[src/verilog/pmom_pkg.sv]
// Summary of operation
// - processor cycle runs at twice the input clock rate; timing derives from it
// - cycle clock output toggles each processor cycle unless disable bit set
// - reset after power-up keeps clocks running, no stabilisation wait; here CYCLE_CLOCK_OUTPUT and IN_CLK_TICK are held low during reset
// - master reset empties stacks, masks all interrupts, clears mode status
// - boot runs at release only with no bus request and boot configured
// - after boot the first fetch comes from program address zero
// - emulator reset acts exactly like the master reset
// - host memory mode drives only address line A0 externally
// - configuration picks four irqs with two ports or six with one
// - internal program RAM serves opcode and data read in one cycle
// - map pin low: overlay zero internal 8K, nonzero sends upper half out; here an overlay-zero upper access is flagged illegal instead
// - overlay 1 drives A13 low, overlay 2 high, low 13 bits passed
// - sequencer ignores overlay select; changing it inside loops breaks them
// - overlay select is not saved on the mode stack at interrupts
// - map pin high: no boot, overlay forced zero, lower half external
// - data memory holds 8160 user words and 32 mapped registers
// - byte memory address is 22 bits, reached via the byte dma port
// - i/o space holds 2048 sixteen-bit locations
package pmom_pkg;
  localparam int PMOM_AW      = 14;
  localparam int PMOM_OVL_W   = 2;
  localparam int PMOM_IRQ_N   = 11;
  localparam int PMOM_MODE_STATUS_REGISTER_W = 7;
  localparam int PMOM_PA_W    = 8;
  // register byte offsets
  localparam logic [7:0] PMOM_OFF_CTRL  = 8'h00;
  localparam logic [7:0] PMOM_OFF_OVL   = 8'h04;
  localparam logic [7:0] PMOM_OFF_MODE_STATUS_REGISTER = 8'h08;
  localparam logic [7:0] PMOM_OFF_MASK  = 8'h0c;
  localparam logic [7:0] PMOM_OFF_STAT  = 8'h10;
  localparam logic [7:0] PMOM_OFF_SIZE  = 8'h14;
  // control bits
  localparam int PMOM_CTRL_CLOCK_OUTPUT_DISABLE = 0;
  localparam int PMOM_CTRL_SIXIRQ  = 1;
  // status bits
  localparam int PMOM_ST_MAP    = 0;
  localparam int PMOM_ST_HOST   = 1;
  localparam int PMOM_ST_BOOT   = 2;
  localparam int PMOM_ST_RUN    = 3;
  localparam int PMOM_ST_SPEMPT = 4;
  localparam int PMOM_ST_RESV   = 5;
  localparam int PMOM_ST_ILL    = 6;
  // overlay codes and address fields
  localparam logic [1:0] PMOM_OVL_INT = 2'h0;
  localparam logic [1:0] PMOM_OVL_1   = 2'h1;
  localparam logic [1:0] PMOM_OVL_2   = 2'h2;
  localparam int PMOM_UPPER_BIT = 13;
  localparam logic [PMOM_AW-1:0] PMOM_BOOT_VEC = 14'h0000;
  // memory space sizes
  localparam logic [15:0] PMOM_DM_USER  = 16'h1fe0;
  localparam logic [5:0]  PMOM_DM_REGS  = 6'h20;
  localparam logic [4:0]  PMOM_BYTE_AW  = 5'h16;
  localparam logic [11:0] PMOM_IO_LOCS  = 12'h800;
  // timing
  localparam int PMOM_CLK_HZ       = 10_000_000;
  localparam int PMOM_CYC_PER_IN   = 2;
  localparam int PMOM_PLL_LOCK_IN  = 2000;
  localparam int PMOM_PLL_LOCK_CYC = PMOM_PLL_LOCK_IN * PMOM_CYC_PER_IN;
  localparam int PMOM_SYNC_WAIT    = 2;
  localparam logic [31:0] PMOM_ZERO = 32'h0000_0000;
  typedef enum logic [1:0] {
    PMOM_S_CAPT, PMOM_S_BOOT, PMOM_S_FETCH, PMOM_S_RUN
  } pmom_state_t;
endpackage

[src/verilog/pmom_map_if.sv]
`timescale 1ns/1ns
`default_nettype none
interface pmom_map_if;
  import pmom_pkg::*;
  logic [PMOM_AW-1:0]    addr;
  logic                  req;
  logic [PMOM_OVL_W-1:0] ovl;
  logic                  map_mode;
  logic                  host_mode;
  logic                  int_sel;
  logic                  ext_sel;
  logic                  resv;
  logic                  illegal;
  logic [PMOM_AW-1:0]    ext_addr;
  modport map (input addr, req, ovl, map_mode, host_mode,
               output int_sel, ext_sel, resv, illegal, ext_addr);
  modport user (output addr, req, ovl, map_mode, host_mode,
                input int_sel, ext_sel, resv, illegal, ext_addr);
endinterface
`default_nettype wire

[src/verilog/pmom_map.sv]
`timescale 1ns/1ns
`default_nettype none
module pmom_map (
  // decode port
  pmom_map_if.map m
);
  import pmom_pkg::*;
  wire upper   = m.addr[PMOM_UPPER_BIT];
  wire ovl_on  = (m.ovl != PMOM_OVL_INT);
  wire ext_ovl = !m.map_mode && upper && ovl_on;
  wire ext_low = m.map_mode && !upper;
  wire a13     = (m.ovl == PMOM_OVL_2);
  wire [PMOM_AW-1:0] ovl_addr =
    {a13, m.addr[PMOM_UPPER_BIT-1:0]};
  wire [PMOM_AW-1:0] host_addr =
    {{(PMOM_AW-1){1'b0}}, m.addr[0]};
  assign m.int_sel = m.req && !m.map_mode && !upper;
  assign m.ext_sel = m.req && (ext_ovl || ext_low);
  assign m.resv    = m.req && m.map_mode && upper;
  assign m.illegal = m.req && !m.map_mode && upper
                     && !ovl_on;
  assign m.ext_addr = m.host_mode ? host_addr :
                      ext_ovl ? ovl_addr : m.addr;
endmodule
`default_nettype wire

[src/verilog/pmom_top.sv]
// Chosen here: the address map and the APB register port.
`timescale 1ns/1ns
`default_nettype none
module pmom_top #(
  parameter int AW = pmom_pkg::PMOM_AW
) (
  // clock and resets
  input  wire logic                      REF_CLK,
  input  wire logic                      RST_B,
  input  wire logic                      EMU_RST_B,
  // strap and system pins
  input  wire logic                      MAP_MODE_PIN,
  input  wire logic                      BOOT_CFG_PIN,
  input  wire logic                      BUS_REQ_PIN,
  input  wire logic                      HOST_MODE_PIN,
  // boot loader handshake
  input  wire logic                      BOOT_DONE,
  output logic                           BOOT_ACTIVE,
  output logic                           FETCH_START,
  output logic [AW-1:0]                  FETCH_ADDR,
  // program memory accesses, opcode and data
  input  wire logic                      PM_REQ,
  input  wire logic [AW-1:0]             PM_ADDR,
  input  wire logic                      PMD_REQ,
  input  wire logic [AW-1:0]             PMD_ADDR,
  output logic                           INT_SEL_INSTR,
  output logic                           INT_SEL_DATA,
  output logic                           EXT_SEL,
  output logic [AW-1:0]                  EXT_ADDR,
  output logic                           PM_STALL,
  output logic                           RESV_ERR,
  output logic                           OVL_ERR,
  // clocks out and configuration
  output logic                           CYCLE_CLOCK_OUTPUT,
  output logic                           IN_CLK_TICK,
  output logic                           SIX_IRQ_MODE,
  output logic [pmom_pkg::PMOM_IRQ_N-1:0] IRQ_MASK,
  // apb slave
  input  wire logic                      PSEL,
  input  wire logic                      PENABLE,
  input  wire logic                      PWRITE,
  input  wire logic [pmom_pkg::PMOM_PA_W-1:0] PADDR,
  input  wire logic [31:0]               PWDATA,
  output logic [31:0]                    PRDATA,
  output logic                           PREADY,
  output logic                           PSLVERR
);
  import pmom_pkg::*;

  if (AW != PMOM_AW) begin : g_bad_aw
    $error("address width must match the program space");
  end

  // both resets merged; either one starts the master reset
  wire rst_n_in = RST_B && EMU_RST_B;

  logic rs1_r;
  logic rs2_r;
  always_ff @(posedge REF_CLK or negedge rst_n_in) begin
    if (!rst_n_in) begin
      rs1_r <= 1'b0;
      rs2_r <= 1'b0;
    end else begin
      rs1_r <= 1'b1;
      rs2_r <= rs1_r;
    end
  end
  wire rst_n = rs2_r;

  // pin synchronisers; straps are read only after two stages
  localparam int NPIN = 4;
  localparam int P_MAP  = 0;
  localparam int P_BOOT = 1;
  localparam int P_BREQ = 2;
  localparam int P_HOST = 3;
  wire [NPIN-1:0] pins_in =
    {HOST_MODE_PIN, BUS_REQ_PIN, BOOT_CFG_PIN, MAP_MODE_PIN};
  logic [NPIN-1:0] sy1_r;
  logic [NPIN-1:0] sy2_r;
  always_ff @(posedge REF_CLK or negedge rst_n) begin
    if (!rst_n) begin
      sy1_r <= '0;
      sy2_r <= '0;
    end else begin
      sy1_r <= pins_in;
      sy2_r <= sy1_r;
    end
  end

  // input clock rate as an enable; this clock is the processor cycle
  logic in_tick_r;
  always_ff @(posedge REF_CLK or negedge rst_n) begin
    if (!rst_n) in_tick_r <= 1'b0;
    else        in_tick_r <= !in_tick_r;
  end

  // apb handshake: one wait state, data and error registered
  wire apb_acc  = PSEL && PENABLE;
  wire apb_take = apb_acc && !PREADY;
  wire apb_done = apb_acc && PREADY;
  wire wr_en    = apb_done && PWRITE;
  wire sel_ctrl  = (PADDR == PMOM_OFF_CTRL);
  wire sel_ovl   = (PADDR == PMOM_OFF_OVL);
  wire sel_mode_status_register = (PADDR == PMOM_OFF_MODE_STATUS_REGISTER);
  wire sel_mask  = (PADDR == PMOM_OFF_MASK);
  wire sel_stat  = (PADDR == PMOM_OFF_STAT);
  wire sel_size  = (PADDR == PMOM_OFF_SIZE);
  wire mapped = sel_ctrl || sel_ovl || sel_mode_status_register ||
                sel_mask || sel_stat || sel_size;

  // registers
  logic [1:0]              ctrl_r;
  logic [PMOM_OVL_W-1:0]   ovl_r;
  logic [PMOM_MODE_STATUS_REGISTER_W-1:0] mode_status_register_r;
  logic [PMOM_IRQ_N-1:0]   mask_r;
  logic                    map_r;
  logic                    host_r;
  logic                    resv_st_r;
  logic                    ill_st_r;
  pmom_state_t             st_r;
  pmom_state_t             st_nxt;
  logic [1:0]              wait_r;

  // overlay accepts only the two overlay codes or zero, and zero alone
  // when the map pin was high
  wire [PMOM_OVL_W-1:0] ovl_wd = PWDATA[PMOM_OVL_W-1:0];
  wire ovl_ok = (ovl_wd == PMOM_OVL_INT) ||
                (!map_r && (ovl_wd == PMOM_OVL_1 ||
                            ovl_wd == PMOM_OVL_2));
  wire bad_wr = PWRITE && ((sel_ovl && !ovl_ok) ||
                           sel_stat && 1'b0 || sel_size);
  wire err_nxt = !mapped || bad_wr;

  always_ff @(posedge REF_CLK or negedge rst_n) begin
    if (!rst_n) ctrl_r <= 2'h0;
    else if (wr_en && sel_ctrl) ctrl_r <= PWDATA[1:0];
  end

  // overlay select lives outside the mode stack; interrupt code saves it
  always_ff @(posedge REF_CLK or negedge rst_n) begin
    if (!rst_n) ovl_r <= PMOM_OVL_INT;
    else if (wr_en && sel_ovl && ovl_ok) ovl_r <= ovl_wd;
  end

  always_ff @(posedge REF_CLK or negedge rst_n) begin
    if (!rst_n) mode_status_register_r <= '0;
    else if (wr_en && sel_mode_status_register)
      mode_status_register_r <= PWDATA[PMOM_MODE_STATUS_REGISTER_W-1:0];
  end

  always_ff @(posedge REF_CLK or negedge rst_n) begin
    if (!rst_n) mask_r <= '0;
    else if (wr_en && sel_mask)
      mask_r <= PWDATA[PMOM_IRQ_N-1:0];
  end

  // strap capture, held until the next reset
  always_ff @(posedge REF_CLK or negedge rst_n) begin
    if (!rst_n) begin
      map_r  <= 1'b0;
      host_r <= 1'b0;
    end else if (st_r == PMOM_S_CAPT && wait_r == 2'(PMOM_SYNC_WAIT)) begin
      map_r  <= sy2_r[P_MAP];
      host_r <= sy2_r[P_HOST];
    end
  end

  // boot decision and first fetch
  wire cap_done = (wait_r == 2'(PMOM_SYNC_WAIT));
  wire boot_go  = sy2_r[P_BOOT] && !sy2_r[P_BREQ] &&
                  !sy2_r[P_MAP];
  always_comb begin
    st_nxt = st_r;
    unique case (st_r)
      PMOM_S_CAPT:
        if (cap_done) st_nxt = boot_go ? PMOM_S_BOOT : PMOM_S_FETCH;
      PMOM_S_BOOT:
        if (BOOT_DONE) st_nxt = PMOM_S_FETCH;
      PMOM_S_FETCH: st_nxt = PMOM_S_RUN;
      PMOM_S_RUN:   st_nxt = PMOM_S_RUN;
    endcase
  end

  always_ff @(posedge REF_CLK or negedge rst_n) begin
    if (!rst_n) begin
      st_r   <= PMOM_S_CAPT;
      wait_r <= 2'h0;
    end else begin
      st_r <= st_nxt;
      if (!cap_done) wait_r <= wait_r + 2'h1;
    end
  end

  // two decoders, one per read port of the dual-access program RAM
  pmom_map_if mif [2] ();
  wire [AW-1:0] a_in [2];
  wire          r_in [2];
  assign a_in[0] = PM_ADDR;
  assign a_in[1] = PMD_ADDR;
  assign r_in[0] = PM_REQ && (st_r == PMOM_S_RUN);
  assign r_in[1] = PMD_REQ && (st_r == PMOM_S_RUN);
  for (genvar g = 0; g < 2; g++) begin : g_port
    assign mif[g].addr      = a_in[g];
    assign mif[g].req       = r_in[g];
    assign mif[g].ovl       = ovl_r;
    assign mif[g].map_mode  = map_r;
    assign mif[g].host_mode = host_r;
    pmom_map u_map (.m(mif[g]));
  end

  // one external bus: opcode wins, data waits a cycle
  wire ext_i  = mif[0].ext_sel;
  wire ext_d  = mif[1].ext_sel;
  wire stall  = ext_i && ext_d;
  wire [AW-1:0] ext_a = ext_i ? mif[0].ext_addr : mif[1].ext_addr;
  wire resv_any = mif[0].resv || mif[1].resv;
  wire ill_any  = mif[0].illegal || mif[1].illegal;

  always_ff @(posedge REF_CLK or negedge rst_n) begin
    if (!rst_n) begin
      INT_SEL_INSTR <= 1'b0;
      INT_SEL_DATA  <= 1'b0;
      EXT_SEL       <= 1'b0;
      EXT_ADDR      <= '0;
      PM_STALL      <= 1'b0;
      RESV_ERR      <= 1'b0;
      OVL_ERR       <= 1'b0;
    end else begin
      INT_SEL_INSTR <= mif[0].int_sel;
      INT_SEL_DATA  <= mif[1].int_sel;
      EXT_SEL       <= ext_i || ext_d;
      EXT_ADDR      <= ext_a;
      PM_STALL      <= stall;
      RESV_ERR      <= resv_any;
      OVL_ERR       <= ill_any;
    end
  end

  // sticky access faults; a new fault beats a clear in the same cycle
  wire st_clr = wr_en && sel_stat;
  always_ff @(posedge REF_CLK or negedge rst_n) begin
    if (!rst_n) begin
      resv_st_r <= 1'b0;
      ill_st_r  <= 1'b0;
    end else begin
      resv_st_r <= resv_any ||
        (resv_st_r && !(st_clr && PWDATA[PMOM_ST_RESV]));
      ill_st_r  <= ill_any ||
        (ill_st_r && !(st_clr && PWDATA[PMOM_ST_ILL]));
    end
  end

  // read data
  wire [31:0] stat_v = {25'h0, ill_st_r, resv_st_r, 1'b1,
                        st_r == PMOM_S_RUN, st_r == PMOM_S_BOOT,
                        host_r, map_r};
  wire [31:0] size_v = {PMOM_DM_USER[12:0], PMOM_DM_REGS[5:0],
                        PMOM_BYTE_AW, PMOM_IO_LOCS[11:4]};
  wire [31:0] rd_v =
    sel_ctrl  ? {30'h0, ctrl_r} :
    sel_ovl   ? {30'h0, ovl_r} :
    sel_mode_status_register ? {25'h0, mode_status_register_r} :
    sel_mask  ? {21'h0, mask_r} :
    sel_stat  ? stat_v :
    sel_size  ? size_v : PMOM_ZERO;

  always_ff @(posedge REF_CLK or negedge rst_n) begin
    if (!rst_n) begin
      PREADY  <= 1'b0;
      PRDATA  <= PMOM_ZERO;
      PSLVERR <= 1'b0;
    end else begin
      PREADY  <= apb_take;
      PSLVERR <= apb_take && err_nxt;
      if (apb_take && !PWRITE) PRDATA <= rd_v;
    end
  end

  // pin-facing outputs
  always_ff @(posedge REF_CLK or negedge rst_n) begin
    if (!rst_n) begin
      CYCLE_CLOCK_OUTPUT <= 1'b0;
      IN_CLK_TICK        <= 1'b0;
      SIX_IRQ_MODE       <= 1'b0;
      IRQ_MASK           <= '0;
      BOOT_ACTIVE        <= 1'b0;
      FETCH_START        <= 1'b0;
      FETCH_ADDR         <= PMOM_BOOT_VEC;
    end else begin
      // held low while disabled to save pin power
      CYCLE_CLOCK_OUTPUT <= ctrl_r[PMOM_CTRL_CLOCK_OUTPUT_DISABLE] ? 1'b0 :
                            !CYCLE_CLOCK_OUTPUT;
      IN_CLK_TICK        <= in_tick_r;
      SIX_IRQ_MODE       <= ctrl_r[PMOM_CTRL_SIXIRQ];
      IRQ_MASK           <= mask_r;
      BOOT_ACTIVE        <= (st_nxt == PMOM_S_BOOT);
      FETCH_START        <= (st_nxt == PMOM_S_FETCH);
      FETCH_ADDR         <= PMOM_BOOT_VEC;
    end
  end

  // the sequencer sees plain addresses; overlay only steers the decoders
  // so loops must not span an overlay change
  wire unused_ok = &{1'b0, PMOM_PLL_LOCK_CYC[0]};
endmodule
`default_nettype wire
[config.mk]
export PLATFORM = sky130hd
export DESIGN_NAME = pmom_top
export DESIGN_NICKNAME = d
export VERILOG_FILES = /design/src/verilog/pmom_pkg.sv /design/src/verilog/pmom_map_if.sv /design/src/verilog/pmom_map.sv /design/src/verilog/pmom_top.sv
export SDC_FILE = /design/constraint.sdc
export NUM_CORES = 1
export LEC_CHECK = 0
export ABC_CLOCK_PERIOD_IN_PS = 5650
export BUFFER_PORTS_ARGS = -buffer_cell sky130_fd_sc_hd__buf_2
export CORE_UTILIZATION = 40
export CTS_BUF_LIST = sky130_fd_sc_hd__clkbuf_4
export CTS_CLUSTER_DIAMETER = 100
export DETAILED_ROUTE_END_ITERATION = 8
export PLACE_DENSITY_LB_ADDON = 0.3
export SETUP_SLACK_MARGIN = 0.1
export SLEW_MARGIN = 20
export SYNTH_ARGS = -nofsm -noshare
export SYNTH_HDL_FRONTEND = slang
export SYNTH_SLANG_ARGS = --single-unit
[constraint.sdc]
create_clock -name REF_CLK -period 5.65 [get_ports REF_CLK]
set_input_delay 0.565 -clock REF_CLK [delete_from_list [all_inputs] [get_ports REF_CLK]]
set_output_delay 0.565 -clock REF_CLK [all_outputs]
set_load 0.01 [all_outputs]
==> flow_metrics.py <==
metrics = {
    "setup_path": {
        "path_max_fanout": 11,
        "cp.depth": 5,
        "r2r_cells": 4,
        "critical_path_arrival_ps": 2470,
        "critPathBufInv": 1,
        "critical_path_class": "in2reg",
        "path_cells": "buf_2 -> or4_4 -> nor4_4 -> nand2_2 -> mux2_4",
        "required_ps": 5970,
        "setup.worst_path.end_class": "flip-flop",
        "critPathTopFamily": "simple AND/OR/NAND/NOR gates",
        "cpMaxStageDelayCell": "or4_4",
        "start_kind": "input port",
        "slowest_delay_ps": 570,
    },
    "place": {
        "portBuffers": 118,
        "gp_congestion": 0.770,
        "dp_hpwl_mm": 6.08,
        "dpl_cell_area_mm2": 0.00444,
    },
    "final_layout": {
        "n_antenna_cell": 0,
        "fill_cells": 864,
        "fin_util_pct": 50.0,
        "drive_gt1_share_pct": 37.3,
        "fin_nets": 529,
        "postLayoutCellArea_mm2": 0.00466,
        "area_growth_pct": 19.6,
    },
    "global_route": {
        "antenna_found_initial": 0,
        "grt_pass1_wl_mm": 13.4,
        "track_usage_pct": 17.3,
        "grt_overflow_total": 0,
        "first_global_vias": 2787,
        "grt_start_max_net_pins": 90,
    },
    "timing": {
        "tightest_slew_ps": 939,
        "skew_ps": 13.4,
        "finalSetupViolations": 0,
        "final_max_slew_viol_count": 0,
        "max_freq_mhz": 466,
        "min_period_ps": 2150,
        "slew-limit-headroom_pct": 36.9,
        "rsz0062_at_grt": "false",
        "hold_violations": 0,
        "tns_ps": 0,
        "fin_crit_sh_pct": 38.0,
    },
    "logic_synthesis": {
        "synth.cell_area_mm2": 0.00390,
        "ys_ff_latch": 91,
        "synthArstFlopShare_pct": 100,
        "avgSynthCellArea_um2": 11.6,
        "synthCells": 337,
        "synth_warnings": 0,
        "synth_edf_count": 0,
        "synth_cell_type_count": 45,
        "seq_area_frac_synth_pct": 58.4,
        "synth_ff_type": "dfrtp_1",
    },
    "min_path": {
        "hold_depth": 1,
        "hold_path_class": "in2reg",
    },
    "pwr": {
        "p_per_area_mw_per_mm2": 265,
        "cellLeakagePower_nw": 2.40,
        "ir_drop_v": 0.000151,
    },
    "floorplan": {
        "row_count": 35,
        "boundaryPins": 165,
        "initial_core_util_pct": 41.8,
        "fp.dieW_um": 101,
        "die-area_mm2": 0.0101,
        "fp.coreArea_mm2": 0.00933,
        "die_h_um": 101,
    },
    "run": {
        "drv_cap": 0,
    },
    "drt": {
        "drt_iter0_drc": 111,
        "detail-route-antenna-nets": 0,
        "viasPerCell": 4.96,
        "first_pass_iters": 4,
        "wl_per_cell_um": 14.6,
        "wl_mm": 8.49,
        "num_vias": 2879,
        "drc": 0,
    },
    "clock_tree": {
        "cts-root-buf": "clkbuf_4",
        "numCtsBuffers": 9,
        "insertion_delay_ps": 430,
        "cts_resized": 0,
        "cts_num_sinks": 91,
        "htreeDepth": 3,
        "cts_tree": "done",
        "cts.path.max_buffers": 2,
        "cts.reportedPaths.clkPinSlew_ps": 150,
    },
    "run_status": {
        "status": "completed",
    },
}
-- state kept, by name (all words and copies together), names as in the netlist, 2 cells and up --
name / flops
IRQ_MASK: 11
sy2_r: 4
mif.ovl: 2
EXT_ADDR: 14
wait_r: 2
st_r: 2
sy1_r: 4
ctrl_r: 2
mask_r: 11
PRDATA: 12
mode_status_register_r: 7
-- worst paths after layout --
path / slack (ps) / end / startpoint
setup / recovery: 3500 / mask_r[1] / PADDR[7]
hold / removal: 230 / sy1_r[2] / BUS_REQ_PIN
setup reg to reg: 3520 / EXT_ADDR[13] / map_r
hold reg to reg: 270 / sy2_r[2] / rs2_r
max in group asynchronous: 4440 / rs2_r / EMU_RST_B
min in group asynchronous: 270 / sy2_r[2] / rs2_r
-- cell usage in the layout, fill, tap and decap left out, drive strengths merged, types with 3 or more instances in the layout --
cell / netlist / layout
mux2: 25 / 25
mux2i: 4 / 4
dfrtp: 91 / 91
and3: 3 / 3
buf: 36 / 120
or3: 4 / 4
a21oi: 21 / 21
nand2: 27 / 27
conb: 2 / 26
nor2: 9 / 9
inv: 6 / 9
nor4b: 3 / 3
o21ai: 25 / 25
nand2b: 4 / 4
clkbuf: 12 / 10
nor3: 8 / 8
a21o: 3 / 3
o22ai: 5 / 5
a221oi: 3 / 3
nand3: 18 / 18
nor4: 4 / 4
-- repair_timing --
item                                   4_1_cts  5_1_grt
setup buffers                                0        0
endpoints found under the hold margin        2        0
hold buffers                                 2        0
-- kinds of logic after synthesis --
logic type	after synthesis	synth area share, %
compound gates	68	10.2
xor+xnor	1	0.225
fa+ha+maj	2	0.642
buf+inv	55	8.85
flops	91	58.4
mux	29	9.21
other cells	2	0.193
simple gates	89	12.3
-- power by group --
group          switching [mW]  leakage, nW  internal (mW)  total, mW
Sequential             0.0149         1.16          0.675      0.690
Clock                   0.231       0.0895          0.191      0.422
Combinational          0.0721         1.14         0.0504      0.122
-- cells in the mapped netlist (4+ instances only) --
library cell  number  area, um^2
clkbuf_1          12        45.0
nand2_1           26        97.6
mux2_4            10         150
o22ai_1            5        31.3
nand2b_1           4        25.0
a21oi_1           21         105
nand3_1           18        90.1
mux2_2            15         169
dfrtp_1           91        2280
nor2_1             9        33.8
buf_4             35         263
mux2i_1            4        40.0
o21ai_0           25         125
inv_1              6        22.5
nor3_1             8        40.0
or3_1              4        25.0
-- per-stage QoR --
step / std cells / hold slack (ps) / total power, mW / worst slack, ps
2_1_floorplan: 361 / 331 / 0.775 / 2930
3_3_place_gp: 561 / 333 / 0.818 / 3050
3_5_place_dp: 561 / 338 / 0.822 / 3040
4_1_cts: 579 / 198 / 1.24 / 3320
5_1_grt: 580 / 188 / 1.29 / 3350
6_report: 580 / 227 / 1.23 / 3500
-- layout make-up --
| cell class | instances | area [um^2] | share of cell area, % |
|---|---|---|---|
| clock buffers | 10 | 75.1 | 1.61 |
| clock inverters | 6 | 96.3 | 2.07 |
| inverters | 7 | 26.3 | 0.563 |
| multi-input cells | 215 | 1380 | 29.5 |
| flip-flops and latches | 91 | 2280 | 48.9 |
| well taps | 129 | 161 | 3.46 |
| repair buffers | 122 | 646 | 13.8 |
-- metal layers --
layer | share of wire [%] | track usage [%]
met5 | 0 | 0
met4 | 1.6 | 6.69
met3 | 7.8 | 4.37
met2 | 48 | 27.7
met1 | 43 | 22.7
Note: power is estimated with default switching activity, not from simulation.
